## config.mk

```make
export PLATFORM = sky130hd
export DESIGN_NAME = emd_top
export DESIGN_NICKNAME = d
export VERILOG_FILES = /design/src/emd_pkg.sv /design/src/emd_top.sv
export SDC_FILE = /design/constraint.sdc
export NUM_CORES = 1
export LEC_CHECK = 0
export BUFFER_PORTS_ARGS = -buffer_cell sky130_fd_sc_hd__buf_2
export CORE_MARGIN = 8
export CORE_UTILIZATION = 59
export DETAILED_ROUTE_END_ITERATION = 10
export GPL_ROUTABILITY_DRIVEN = 0
export MAX_ROUTING_LAYER = met4
export PLACE_DENSITY_LB_ADDON = 0.15
export SLEW_MARGIN = 10
export SYNTH_ARGS = -nofsm -noshare
export SYNTH_HDL_FRONTEND = slang
export SYNTH_SLANG_ARGS = --single-unit
```

## constraint.sdc

```tcl
create_clock -name CLK -period 3.5 [get_ports CLK]
set_input_delay 0.525 -clock CLK [delete_from_list [all_inputs] [get_ports CLK]]
set_output_delay 0.525 -clock CLK [all_outputs]
set_load 0.01 [all_outputs]
```

## src/emd_pkg.sv

```systemverilog
// Purpose: Shared constants and types of the external memory and DMA block.
// Assumes: 16-bit register port with a 4-bit word address.
// Notes: Register offsets are word indices on the plain register port.
`default_nettype none
package emd_pkg;
    // Register map.
    localparam logic [3:0] REG_OVERLAY = 4'h0;
    localparam logic [3:0] REG_WAITS = 4'h1;
    localparam logic [3:0] REG_IO_WAITS = 4'h2;
    localparam logic [3:0] REG_SEL_EN = 4'h3;
    localparam logic [3:0] REG_XFER_CTRL = 4'h4;
    localparam logic [3:0] REG_XFER_INT = 4'h5;
    localparam logic [3:0] REG_XFER_EXT = 4'h6;
    localparam logic [3:0] REG_XFER_PAGE = 4'h7;
    localparam logic [3:0] REG_XFER_COUNT = 4'h8;
    localparam logic [3:0] REG_STATUS = 4'h9;
    // Field positions.
    localparam int DATA_EXT_WAIT_LSB = 0;
    localparam int BWAIT_LSB = 3;
    localparam int CTRL_DIR_BIT = 2;
    localparam int CTRL_HOLD_BIT = 3;
    localparam int SEL_PM = 0;
    localparam int SEL_DM = 1;
    localparam int SEL_BM = 2;
    localparam int SEL_IO = 3;
    localparam int IO_REGION_LSB = 9;
    // Reset value of the select enables, and the overlay-two setting.
    localparam logic [3:0] SEL_EN_RESET = 4'hb;
    localparam logic [1:0] OVERLAY_TWO = 2'h2;
    // Transfer formats.
    localparam logic [1:0] FMT_PM24 = 2'h0;
    localparam logic [1:0] FMT_DM16 = 2'h1;
    localparam logic [1:0] FMT_MSB = 2'h2;
    // Extra strobe cycles that cover the two-stage data synchroniser.
    localparam logic [3:0] SYNC_CYCLES = 4'h2;
    typedef enum logic [2:0] {
        B_IDLE = 3'b000,
        B_FETCH = 3'b001,
        B_LOAD = 3'b010,
        B_BYTE = 3'b011,
        B_STORE = 3'b100
    } emd_bstate_t;
    typedef enum logic [1:0] {
        H_IDLE = 2'b00,
        H_SYNC = 2'b01,
        H_ACC = 2'b10,
        H_DONE = 2'b11
    } emd_hstate_t;
endpackage
`default_nettype wire

```

## src/emd_top.sv

```systemverilog
// Purpose: Overlay decode, wait states, composite select, byte DMA, host DMA.
// Assumes: One processor clock; pins pass two flip-flops before use.
// Notes: External accesses last their wait count plus two sync cycles.
`default_nettype none
module emd_top
    import emd_pkg::*;
(
    // Clock and reset.
    input wire logic CLK,
    input wire logic RESET_N,
    // Register port.
    input wire logic [3:0] REG_ADDR,
    input wire logic [15:0] REG_WDATA,
    input wire logic REG_WR,
    input wire logic REG_RD,
    output logic [15:0] REG_RDATA,
    // Core external access port.
    input wire logic CORE_PM_REQ,
    input wire logic CORE_DM_REQ,
    input wire logic CORE_IO_REQ,
    input wire logic CORE_WE,
    input wire logic [13:0] CORE_ADDR,
    input wire logic [15:0] CORE_WDATA,
    output logic [15:0] CORE_RDATA,
    output logic CORE_WAIT,
    output logic CORE_DM_INTERNAL,
    output logic CORE_HOLD,
    output logic CORE_RESTART,
    output logic BYTE_DMA_IRQ,
    input wire logic BUS_GRANT,
    // External bus pins.
    output logic [13:0] EXT_ADDR,
    output logic [23:0] EXT_DATA_O,
    input wire logic [23:0] EXT_DATA_I,
    output logic [2:0] EXT_DATA_OE,
    output logic PIN_OE,
    output logic RD_N,
    output logic WR_N,
    output logic PMS_N,
    output logic DMS_N,
    output logic BMS_N,
    output logic IO_SPACE_STROBE_N,
    output logic CMS_N,
    // On-chip memory port.
    output logic MEM_REQ,
    output logic MEM_PM,
    output logic MEM_WE,
    output logic [13:0] MEM_ADDR,
    output logic [23:0] MEM_WDATA,
    input wire logic [23:0] MEM_RDATA,
    // Host DMA port pins.
    input wire logic HOST_ADDR_LATCH_N,
    input wire logic HOST_SELECT_N,
    input wire logic HOST_READ_N,
    input wire logic HOST_WRITE_N,
    input wire logic [15:0] HOST_AD_I,
    output logic [15:0] HOST_AD_O,
    output logic HOST_AD_OE,
    output logic HOST_ACK_N
);

    function automatic logic [1:0] last_byte(input logic [1:0] fmt);
        last_byte = (fmt == FMT_PM24) ? 2'h2
            : (fmt == FMT_DM16) ? 2'h1 : 2'h0;
    endfunction

    ////////////////////////////////////////////////////////////////////////
    logic [1:0] overlay_q;
    logic [2:0] data_ext_wait_q, bwait_q;
    logic [11:0] io_wait_q;
    logic [3:0] sel_en_q;
    logic [1:0] fmt_q;
    logic dir_q, hold_q;
    logic [13:0] int_q, ext_q, count_q;
    logic [7:0] page_q;
    logic [15:0] rdata_q;
    emd_bstate_t bst_q;
    emd_hstate_t hst_q;
    logic bact_q, word_done, byte_end, irq_q, restart_q, host_acc;
    logic [3:0] bcnt_q, ccnt_q, core_target;
    logic [1:0] idx_q;
    logic [23:0] word_q, ext_s1, ext_s2, store_word;
    logic [13:0] haddr_q;
    logic hpm_q, hwe_q;
    logic [15:0] had_s1, had_s2, hrdata_q;
    logic [3:0] hp_s1, hp_s2;
    logic hlatch_s3, host_req;
    logic dm_ext, core_ext, core_drive, count_wr, sel_seen_q;
    logic [2:0] io_wait;

    assign count_wr = REG_WR && REG_ADDR == REG_XFER_COUNT;

    ////////////////////////////////////////////////////////////////////////
    // Software-written configuration.
    always_ff @(posedge CLK or negedge RESET_N) begin
        if (!RESET_N) begin
            overlay_q <= 2'h0;
            data_ext_wait_q <= 3'h0;
            bwait_q <= 3'h0;
            io_wait_q <= 12'h000;
            sel_en_q <= SEL_EN_RESET;
            fmt_q <= FMT_PM24;
            dir_q <= 1'b0;
            hold_q <= 1'b0;
        end else if (REG_WR) begin
            unique case (REG_ADDR)
                REG_OVERLAY: overlay_q <= REG_WDATA[1:0];
                REG_WAITS: begin
                    data_ext_wait_q <= REG_WDATA[DATA_EXT_WAIT_LSB +: 3];
                    bwait_q <= REG_WDATA[BWAIT_LSB +: 3];
                end
                REG_IO_WAITS: io_wait_q <= REG_WDATA[11:0];
                REG_SEL_EN: sel_en_q <= REG_WDATA[3:0];
                REG_XFER_CTRL: begin
                    fmt_q <= REG_WDATA[1:0];
                    dir_q <= REG_WDATA[CTRL_DIR_BIT];
                    hold_q <= REG_WDATA[CTRL_HOLD_BIT];
                end
                default: ;
            endcase
        end
    end

    // Readback is registered and shows only in the cycle after the strobe.
    always_ff @(posedge CLK or negedge RESET_N) begin
        if (!RESET_N) begin
            rdata_q <= 16'h0000;
        end else if (!REG_RD) begin
            rdata_q <= 16'h0000;
        end else begin
            unique case (REG_ADDR)
                REG_OVERLAY: rdata_q <= {14'h0000, overlay_q};
                REG_WAITS: rdata_q <= {10'h000, bwait_q, data_ext_wait_q};
                REG_IO_WAITS: rdata_q <= {4'h0, io_wait_q};
                REG_SEL_EN: rdata_q <= {12'h000, sel_en_q};
                REG_XFER_CTRL: rdata_q <= {12'h000, hold_q, dir_q, fmt_q};
                REG_XFER_INT: rdata_q <= {2'h0, int_q};
                REG_XFER_EXT: rdata_q <= {2'h0, ext_q};
                REG_XFER_PAGE: rdata_q <= {8'h00, page_q};
                REG_XFER_COUNT: rdata_q <= {2'h0, count_q};
                REG_STATUS: rdata_q <= {haddr_q, hpm_q, bst_q != B_IDLE};
                default: rdata_q <= 16'h0000;
            endcase
        end
    end
    assign REG_RDATA = rdata_q;

    ////////////////////////////////////////////////////////////////////////
    // Core external accesses.
    assign dm_ext = CORE_DM_REQ && overlay_q != 2'h0
        && !CORE_ADDR[13];
    assign CORE_DM_INTERNAL = CORE_DM_REQ && !dm_ext;
    assign core_ext = dm_ext || CORE_IO_REQ || CORE_PM_REQ;
    assign io_wait = io_wait_q[CORE_ADDR[10:IO_REGION_LSB] * 3 +: 3];
    assign core_target = (CORE_IO_REQ ? {1'b0, io_wait} : {1'b0, data_ext_wait_q})
        + SYNC_CYCLES;
    // Core waits behind a byte access already on the pins, never at start.
    assign core_drive = core_ext && !bact_q && !BUS_GRANT;
    assign CORE_WAIT = core_ext && !(core_drive && ccnt_q == core_target);

    always_ff @(posedge CLK or negedge RESET_N) begin
        if (!RESET_N) begin
            ccnt_q <= 4'h0;
        end else if (core_drive && ccnt_q != core_target) begin
            ccnt_q <= ccnt_q + 4'h1;
        end else begin
            ccnt_q <= 4'h0;
        end
    end

    // Pin data passes a two-stage synchroniser before anyone reads it.
    always_ff @(posedge CLK or negedge RESET_N) begin
        if (!RESET_N) begin
            ext_s1 <= 24'h000000;
            ext_s2 <= 24'h000000;
        end else begin
            ext_s1 <= EXT_DATA_I;
            ext_s2 <= ext_s1;
        end
    end
    assign CORE_RDATA = ext_s2[15:0];

    ////////////////////////////////////////////////////////////////////////
    // Pin drive: byte access, or core access, or nothing.
    assign PIN_OE = !BUS_GRANT;
    assign BMS_N = !bact_q;
    assign PMS_N = !(core_drive && CORE_PM_REQ);
    assign DMS_N = !(core_drive && dm_ext);
    assign IO_SPACE_STROBE_N = !(core_drive && CORE_IO_REQ);
    assign CMS_N =
        !(|(sel_en_q & {!IO_SPACE_STROBE_N, !BMS_N, !DMS_N, !PMS_N}));
    assign RD_N = bact_q ? dir_q : !(core_drive && !CORE_WE);
    assign WR_N = bact_q ? !dir_q : !(core_drive && CORE_WE);

    always_comb begin
        EXT_ADDR = 14'h0000;
        EXT_DATA_O = 24'h000000;
        EXT_DATA_OE = 3'h0;
        if (bact_q) begin
            EXT_ADDR = ext_q;
            EXT_DATA_O = {page_q, word_q[23:16], 8'h00};
            EXT_DATA_OE = {1'b1, dir_q, 1'b0};
        end else if (core_drive) begin
            if (CORE_IO_REQ) begin
                EXT_ADDR = {3'h0, CORE_ADDR[10:0]};
            end else if (dm_ext) begin
                EXT_ADDR = {overlay_q == OVERLAY_TWO,
                    CORE_ADDR[12:0]};
            end else begin
                EXT_ADDR = CORE_ADDR;
            end
            EXT_DATA_O = {8'h00, CORE_WDATA};
            EXT_DATA_OE = CORE_WE ? 3'h3 : 3'h0;
        end
    end

    ////////////////////////////////////////////////////////////////////////
    // Byte DMA engine.
    assign byte_end = bact_q
        && bcnt_q == {1'b0, bwait_q} + SYNC_CYCLES;
    assign word_done = (bst_q == B_STORE && !host_acc)
        || (byte_end && dir_q && idx_q == last_byte(fmt_q));

    always_comb begin
        unique case (fmt_q)
            FMT_PM24: store_word = word_q;
            FMT_DM16: store_word = {8'h00, word_q[15:0]};
            FMT_MSB: store_word = {8'h00, word_q[7:0], 8'h00};
            default: store_word = {16'h0000, word_q[7:0]};
        endcase
    end

    always_ff @(posedge CLK or negedge RESET_N) begin
        if (!RESET_N) begin
            bst_q <= B_IDLE;
            bact_q <= 1'b0;
            bcnt_q <= 4'h0;
            idx_q <= 2'h0;
            word_q <= 24'h000000;
        end else begin
            unique case (bst_q)
                B_IDLE: begin
                    idx_q <= 2'h0;
                    if (count_q != 14'h0000) begin
                        bst_q <= dir_q ? B_FETCH : B_BYTE;
                    end
                end
                B_FETCH: begin
                    if (!host_acc) begin
                        bst_q <= B_LOAD;
                    end
                end
                B_LOAD: begin
                    unique case (fmt_q)
                        FMT_PM24: word_q <= MEM_RDATA;
                        FMT_DM16: word_q <= {MEM_RDATA[15:0], 8'h00};
                        FMT_MSB: word_q <= {MEM_RDATA[15:8], 16'h0000};
                        default: word_q <= {MEM_RDATA[7:0], 16'h0000};
                    endcase
                    bst_q <= B_BYTE;
                end
                B_BYTE: begin
                    if (!bact_q) begin
                        if (!core_ext && !BUS_GRANT) begin
                            bact_q <= 1'b1;
                            bcnt_q <= 4'h0;
                        end
                    end else if (!byte_end) begin
                        bcnt_q <= bcnt_q + 4'h1;
                    end else begin
                        bact_q <= 1'b0;
                        idx_q <= idx_q + 2'h1;
                        word_q <= dir_q ? {word_q[15:0], 8'h00}
                            : {word_q[15:0], ext_s2[15:8]};
                        if (idx_q == last_byte(fmt_q)) begin
                            bst_q <= dir_q ? B_IDLE : B_STORE;
                        end
                    end
                end
                B_STORE: begin
                    idx_q <= 2'h0;
                    if (!host_acc) begin
                        bst_q <= B_IDLE;
                    end
                end
                default: bst_q <= B_IDLE;
            endcase
        end
    end

    // Transfer addresses and count; the engine steps them as it runs.
    always_ff @(posedge CLK or negedge RESET_N) begin
        if (!RESET_N) begin
            int_q <= 14'h0000;
            ext_q <= 14'h0000;
            page_q <= 8'h00;
            count_q <= 14'h0000;
        end else begin
            if (byte_end) begin
                {page_q, ext_q} <= {page_q, ext_q} + 22'h000001;
            end else if (REG_WR && REG_ADDR == REG_XFER_EXT) begin
                ext_q <= REG_WDATA[13:0];
            end else if (REG_WR && REG_ADDR == REG_XFER_PAGE) begin
                page_q <= REG_WDATA[7:0];
            end
            if (word_done) begin
                int_q <= int_q + 14'h0001;
            end else if (REG_WR && REG_ADDR == REG_XFER_INT) begin
                int_q <= REG_WDATA[13:0];
            end
            if (count_wr) begin
                count_q <= REG_WDATA[13:0];
            end else if (word_done) begin
                count_q <= count_q - 14'h0001;
            end
        end
    end

    always_ff @(posedge CLK or negedge RESET_N) begin
        if (!RESET_N) begin
            irq_q <= 1'b0;
            restart_q <= 1'b0;
        end else begin
            irq_q <= word_done && !count_wr && count_q == 14'h0001;
            restart_q <= word_done && !count_wr && count_q == 14'h0001
                && hold_q;
        end
    end
    assign BYTE_DMA_IRQ = irq_q;
    assign CORE_RESTART = restart_q;
    assign CORE_HOLD = hold_q && count_q != 14'h0000;

    ////////////////////////////////////////////////////////////////////////
    // Host DMA port.
    always_ff @(posedge CLK or negedge RESET_N) begin
        if (!RESET_N) begin
            hp_s1 <= 4'hf;
            hp_s2 <= 4'hf;
            hlatch_s3 <= 1'b1;
            had_s1 <= 16'h0000;
            had_s2 <= 16'h0000;
        end else begin
            hp_s1 <= {HOST_ADDR_LATCH_N, HOST_SELECT_N, HOST_READ_N,
                HOST_WRITE_N};
            hp_s2 <= hp_s1;
            hlatch_s3 <= hp_s2[3];
            had_s1 <= HOST_AD_I;
            had_s2 <= had_s1;
        end
    end
    assign host_req = !hp_s2[2] && (!hp_s2[1] || !hp_s2[0]);
    assign host_acc = hst_q == H_ACC;

    always_ff @(posedge CLK or negedge RESET_N) begin
        if (!RESET_N) begin
            hst_q <= H_IDLE;
            haddr_q <= 14'h0000;
            hpm_q <= 1'b0;
            hwe_q <= 1'b0;
            hrdata_q <= 16'h0000;
        end else begin
            unique case (hst_q)
                H_IDLE: begin
                    if (hlatch_s3 && !hp_s2[3]) begin
                        haddr_q <= had_s2[13:0];
                        hpm_q <= had_s2[14];
                    end else if (host_req) begin
                        hwe_q <= !hp_s2[0];
                        hst_q <= H_SYNC;
                    end
                end
                H_SYNC: hst_q <= H_ACC;
                H_ACC: begin
                    haddr_q <= haddr_q + 14'h0001;
                    hst_q <= H_DONE;
                end
                H_DONE: begin
                    if (!hwe_q) begin
                        hrdata_q <= hpm_q ? MEM_RDATA[23:8] : MEM_RDATA[15:0];
                        hwe_q <= 1'b1;
                    end
                    if (!host_req) begin
                        hst_q <= H_IDLE;
                    end
                end
            endcase
        end
    end
    assign HOST_ACK_N = hst_q == H_SYNC || hst_q == H_ACC;
    assign HOST_AD_O = hrdata_q;
    assign HOST_AD_OE = !hp_s2[2] && !hp_s2[1];

    ////////////////////////////////////////////////////////////////////////
    // On-chip memory port; the host wins a clash with the engine.
    always_comb begin
        MEM_REQ = 1'b0;
        MEM_PM = fmt_q == FMT_PM24;
        MEM_WE = 1'b0;
        MEM_ADDR = int_q;
        MEM_WDATA = store_word;
        if (host_acc) begin
            MEM_REQ = 1'b1;
            MEM_PM = hpm_q;
            MEM_WE = hwe_q;
            MEM_ADDR = haddr_q;
            MEM_WDATA = hpm_q ? {had_s2, 8'h00} : {8'h00, had_s2};
        end else if (bst_q == B_FETCH || bst_q == B_STORE) begin
            MEM_REQ = 1'b1;
            MEM_WE = bst_q == B_STORE;
        end
    end

    ////////////////////////////////////////////////////////////////////////
    always_ff @(posedge CLK or negedge RESET_N) begin
        if (!RESET_N) begin
            sel_seen_q <= 1'b0;
        end else if (REG_WR && REG_ADDR == REG_SEL_EN) begin
            sel_seen_q <= 1'b1;
        end
    end
endmodule
`default_nettype wire

```

### Yosys cells after proc, flatten, opt, wreduce, memory -nomap -nowiden

Cells that the tools add are included.

| storage, ports and cells | value |
|---|---|
| bits in registers | 241 |
| output and inout port bits | 145 |
| logic and storage cells | 238 |

| operators by class | value |
|---|---|
| add/subtract/negate cells | 9 |
| multiply operators | 1 |
| eq/ne operators | 36 |
| shifts and indexed selects | 1 |
| multiplexer cells | 68 |
| bitwise gates (word level) | 2 |
| reductions and logical operators | 88 |

Operators by type and width:

| operator | count |
|---|---|
| $mux 14 | 12 |
| $pmux 16 s10 | 1 |
| $pmux 24 s3 | 2 |
| $mux 24 | 5 |
| $mux 16 | 3 |
| $pmux 24 s2 | 1 |
| $mux 8 | 4 |
| $logic_and 1x1->1 | 29 |
| $add 14x1->14 const B | 2 |
| $pmux 14 s2 | 1 |
| $mux 3 | 9 |
| $ne 2x2->1 const B | 12 |
| $add 22x1->22 const B | 1 |
| $logic_not 1->1 | 20 |
| $reduce_bool 2->1 | 10 |
| $mux 2 | 9 |
| $reduce_and 2->1 | 9 |
| $eq 4x3->1 const B | 4 |
| $mux 4 | 4 |
| $pmux 3 s5 | 1 |
| $reduce_and 3->1 | 5 |
| $eq 14x1->1 const B | 1 |
| $reduce_bool 14->1 | 1 |
| $sub 14x1->14 const B | 1 |
| other kinds (30) | 58 |

### Longest topological paths before layout

| depth | value |
|---|---|
| depth after elaboration | 11 |
| gate-level depth with buffers | 11 |

### Worst setup path before layout

OpenSTA, ideal clock, no wires.

| timing path | value |
|---|---|
| path kind | input-to-output |
| start point | input CORE_ADDR[9] |
| end point | output CORE_WAIT |
| data arrival time | 2.141 ns |
| data required time | 2.975 ns |
| setup slack | 0.834 ns |
| stages | 6 |
| buffers on the path | 0 |
| path through | mux4_2 -> mux2_2 -> ha_1 -> xor2_1 -> nor4_1 -> a21oi_1 |

| between the ends | value |
|---|---|
| longest elaborated chain between the ends | 8 |

Ends and longest elaborated chain:

| what | line | text |
|---|---|---|
| start: declaration | emd_top.sv:22 | `input wire logic [13:0] CORE_ADDR,` |
| $mul 2x2->4 | emd_top.sv:154 | `assign io_wait = io_wait_q[CORE_ADDR[10:IO_REGION_LSB] * 3 +: 3];` |
| $shiftx 12x5->3 | emd_top.sv:154 |  |
| $mux 3 | emd_top.sv:155 | `assign core_target = (CORE_IO_REQ ? {1'b0, io_wait} : {1'b0, data_ext_wait_q})` |
| $add 3x2->4 | emd_top.sv:156 | `+ SYNC_CYCLES;` |
| $eq 4x4->1 | emd_top.sv:159 | `assign CORE_WAIT = core_ext && !(core_drive && ccnt_q == core_target);` |
| $logic_and 1x1->1 | emd_top.sv:159 |  |
| $logic_not 1->1 | emd_top.sv:159 |  |
| $logic_and 1x1->1 | emd_top.sv:159 |  |
| end: declaration | emd_top.sv:25 | `output logic CORE_WAIT,` |

No other way between the ends.

### Worst setup path in the final report

| timing path | value |
|---|---|
| start point | register io_wait_q[10] |
| end point | output CORE_WAIT |

| between the ends | value |
|---|---|
| longest elaborated chain between the ends | 7 |

Ends and longest elaborated chain:

| what | line | text |
|---|---|---|
| start: declaration | emd_top.sv:70 | `logic [11:0] io_wait_q;` |
| start signal: assignment | emd_top.sv:112 | `REG_IO_WAITS: io_wait_q <= REG_WDATA[11:0];` |
| $shiftx 12x5->3 | emd_top.sv:154 |  |
| $mux 3 | emd_top.sv:155 |  |
| $add 3x2->4 | emd_top.sv:156 |  |
| $eq 4x4->1 | emd_top.sv:159 |  |
| $logic_and 1x1->1 | emd_top.sv:159 |  |
| $logic_not 1->1 | emd_top.sv:159 |  |
| $logic_and 1x1->1 | emd_top.sv:159 |  |

No other way between the ends.

==> results.md <==
* Core Area at 20230 µm²
* Largest vdd supply drop at 0.6996 mV
* P_int at 7.008 mW
* Die Height at 159.6 µm
* Sw power at 4.920 mW
* Max Slew Vio Count at 0
* Post-route clock skew at 0.01576 ns
* Hold Crit Class: in -> async
* Worst-case clock buffer depth at 3
* Post-Syn Instances at 1213
* Clock sink total at 241
* Max_slew headroom at 0.2995
* Hold buffers post-CTS at 0
* Clock power frac at 0.224
* Max Fclk at 0.3000 GHz
* Reg2reg start: bwait_q[1]$_DFFE_PN0P_
* Vias per cell at 6.203
* CTS tree: yes
* Area of placed instances at 13690 µm²
* Pwr Density at 820.9 nW/µm²
* RSZ-0062 raised after global routing: no
* Number of global-route vias before repair at 10730
* Cts bufs inserted at 26
* Tcrit/Tclk final at 0.9523
* Ports at 272
* Post-synth top cells: 229 x dfrtp_1, 127 x nand2_1, 79 x a21oi_1
* Final instance area at 14530 µm²
* TritonRoute pass-1 iters at 6
* Sw frac at 0.4125
* DP HPWL at 27250 µm
* H-tree Lvls at 1
* Top cell type by total area after synthesis: dfrtp_1
* Routed via count at 10770
* Share of the synthesized area in the top cell type at 0.4713
* Top cells by area, synth: dfrtp_1 47%, mux2i_1 4.4%, mux2_2 4.4%, nand2_1 3.9%, a21oi_1 3.3%
* Maxcap violations at 0
* Comb power frac at 0.400
* Total gr overflow at 0
* Clk Latency, worst-skew pair at 0.53 ns
* Cell variety after synth at 64
* Crit-path max FO at 3
* WHS at -0.01766 ns
* Tot Pwr at 11.93 mW
* R2r setup slk at 0.73 ns
* Setup violations, final at 0
* FFs w/ async S/R, synth at 1.000
* Cell Rows at 52
* Slew at the pin with the worst max-slew slack at 1.051 ns
* Mapped cell area at 12160 µm²
* Global-route usage over all layers at 0.2953
* Most frequent cell after synthesis: dfrtp_1
* Area grow syn2layout at 19.52%
* Leak Pwr at 6.644 nW
* Req. time, crit path at 2.97 ns
* First-pass GRT wire length at 59050 µm
* Nets at 1586
* CP Launch Type: flip-flop
* Reg2Reg Depth at 8
* Hold Vio Cnt, Final at 2
* Drt first-iter violations at 1105
* Setup TNS at 0 ns
* R2R Path End: count_q[13]$_DFFE_PN0P_
* Register area share after synthesis at 0.4973
* Largest net degree at the start of global routing at 87
* Post-route minimum period at 3.333 ns
* IO buf count at 261
* FF+latch count, synth at 241
* Die area at 25460 µm²
* Flop pwr share at 0.376
* Synth Warn # at 0
* Share of cells above drive strength 1 at 0.2756
* Post-synth EDFFs at 0
* Worst Path Arrival at 2.81 ns
* Clock-pin slew on the worst setup and hold paths at 0.07 ns
* Syn Area/Cell at 10.02 µm²
* # diodes at 0
* DRT antenna net count at 0
* Status: finished with violations
* Drt drc at 0
* DR WL/cell at 21.55 µm
* Fill count at 1515
* Critical path class: reg -> out
* Initial antenna violation count at 0
* Failing checks: negative hold slack
* Initial Utilization at 0.6009
* Die X at 159.6 µm
* Detailed Route WL at 37410 µm
* Post-synth net total at 1353
* Worst Setup End Kind: output port
* Finished Core Util at 0.7182
* Main synth FF type: dfrtp_1
* Root Buffer: clkbuf_16
## power by group through the flow
stage               Combinational (mW)  Sequential, mW  Clock, mW
global placement                  4.61            4.45          0
global route                      5.28            4.57       2.82
floorplan                         3.24            4.14          0
CTS                               4.78            4.44       2.69
finish                            4.77            4.48       2.67
detailed placement                4.73            4.47          0
## per-stage QoR
stage,worst slack [ns],std cells
2_1_floorplan,0.8337,1213
3_3_place_gp,0.3865,1688
3_5_place_dp,0.3638,1688
4_1_cts,0.1166,1736
5_1_grt,0.02502,1736
6_report,0.1669,1736
## state kept, by name, indices dropped and copies added (netlist names), 4 cells and up
| register | cells |
|---|---|
| HOST_AD_O | 16 |
| REG_RDATA | 16 |
| bcnt_q | 4 |
| ccnt_q | 4 |
| count_q | 14 |
| ext_q | 14 |
| ext_s1 | 16 |
| ext_s2 | 16 |
| had_s1 | 16 |
| had_s2 | 16 |
| haddr_q | 14 |
| hp_s1 | 4 |
| hp_s2 | 4 |
| int_q | 14 |
| io_wait_q | 12 |
| page_q | 8 |
| sel_en_q | 4 |
| word_q | 24 |
## cell families after synthesis
kind of cell,Yosys count,synth area share
AOI/OAI and AO/OA,330,0.1791
xor gates and xnor gates,24,0.01729
and+or+nand+nor,403,0.1660
adders and majority gates,13,0.01338
buffers and inverters,98,0.03345
DFF,241,0.4973
muxes,104,0.09355
## placed cells by master, fill, tap and decap left out, types with 17 or more instances in the layout
master and instances:
nand2_1 127, inv_1 17, mux2_2 47, nor3_1 41, and2_1 26, and3_1 24, a22oi_1 26, dfrtp_1 229
nor2_1 75, clkbuf_16 27, buf_2 260, o22ai_1 22, nand3_1 38, xnor2_1 18, a211oi_1 37, a21oi_1 79
buf_4 22, a22o_1 33, o21ai_0 70, mux2i_1 54
## layout make-up
type | count | area, µm² | area share
Multi-Input combinational cell | 874 | 5725 | 0.3940
Clock inverter | 10 | 66.31 | 0.004563
Inverter | 18 | 67.56 | 0.004650
Clock buffer | 38 | 767.0 | 0.05278
Timing Repair Buffer | 285 | 1521 | 0.1047
Tap cell | 270 | 337.8 | 0.02325
Sequential cell | 241 | 6046 | 0.4161
## worst max-delay path, stage by stage, from the launching register on
cell and delay (ns):
dfrtp_1 0.41, mux4_2 0.54, mux2_2 0.31, ha_1 0.31
xor2_1 0.15, nor4_2 0.29, a21oi_1 0.10, buf_2 0.15
## how the worst max path moves through the flow
stage / endpoint / depth (start not counted) / startpoint
final: CORE_WAIT / 7 / io_wait_q[10]$_DFFE_PN0P_
after global routing: CORE_WAIT / 7 / io_wait_q[10]$_DFFE_PN0P_
after CTS: CORE_WAIT / 7 / io_wait_q[10]$_DFFE_PN0P_
after detailed placement: CORE_WAIT / 8 / CORE_ADDR[9]
after global placement: CORE_WAIT / 8 / CORE_ADDR[9]
after floorplan: CORE_WAIT / 6 / CORE_ADDR[9]
## what timing repair did
item,in CTS,in global routing
buffers inserted,0,0
resized for setup,0,1
endpoints found under the setup margin,0,1
## layer usage
metal | up-vias | share of wire | GRT usage | routed length (µm)
li1 | 4928 | - | - | -
met4 | 0 | 0.034 | 0.1115 | 1284
met3 | 82 | 0.095 | 0.06282 | 3570
met2 | 583 | 0.47 | 0.4673 | 17620
met1 | 5176 | 0.40 | 0.3681 | 14940
met5 | - | 0 | - | 0
Power figures use the tool's default switching activity.
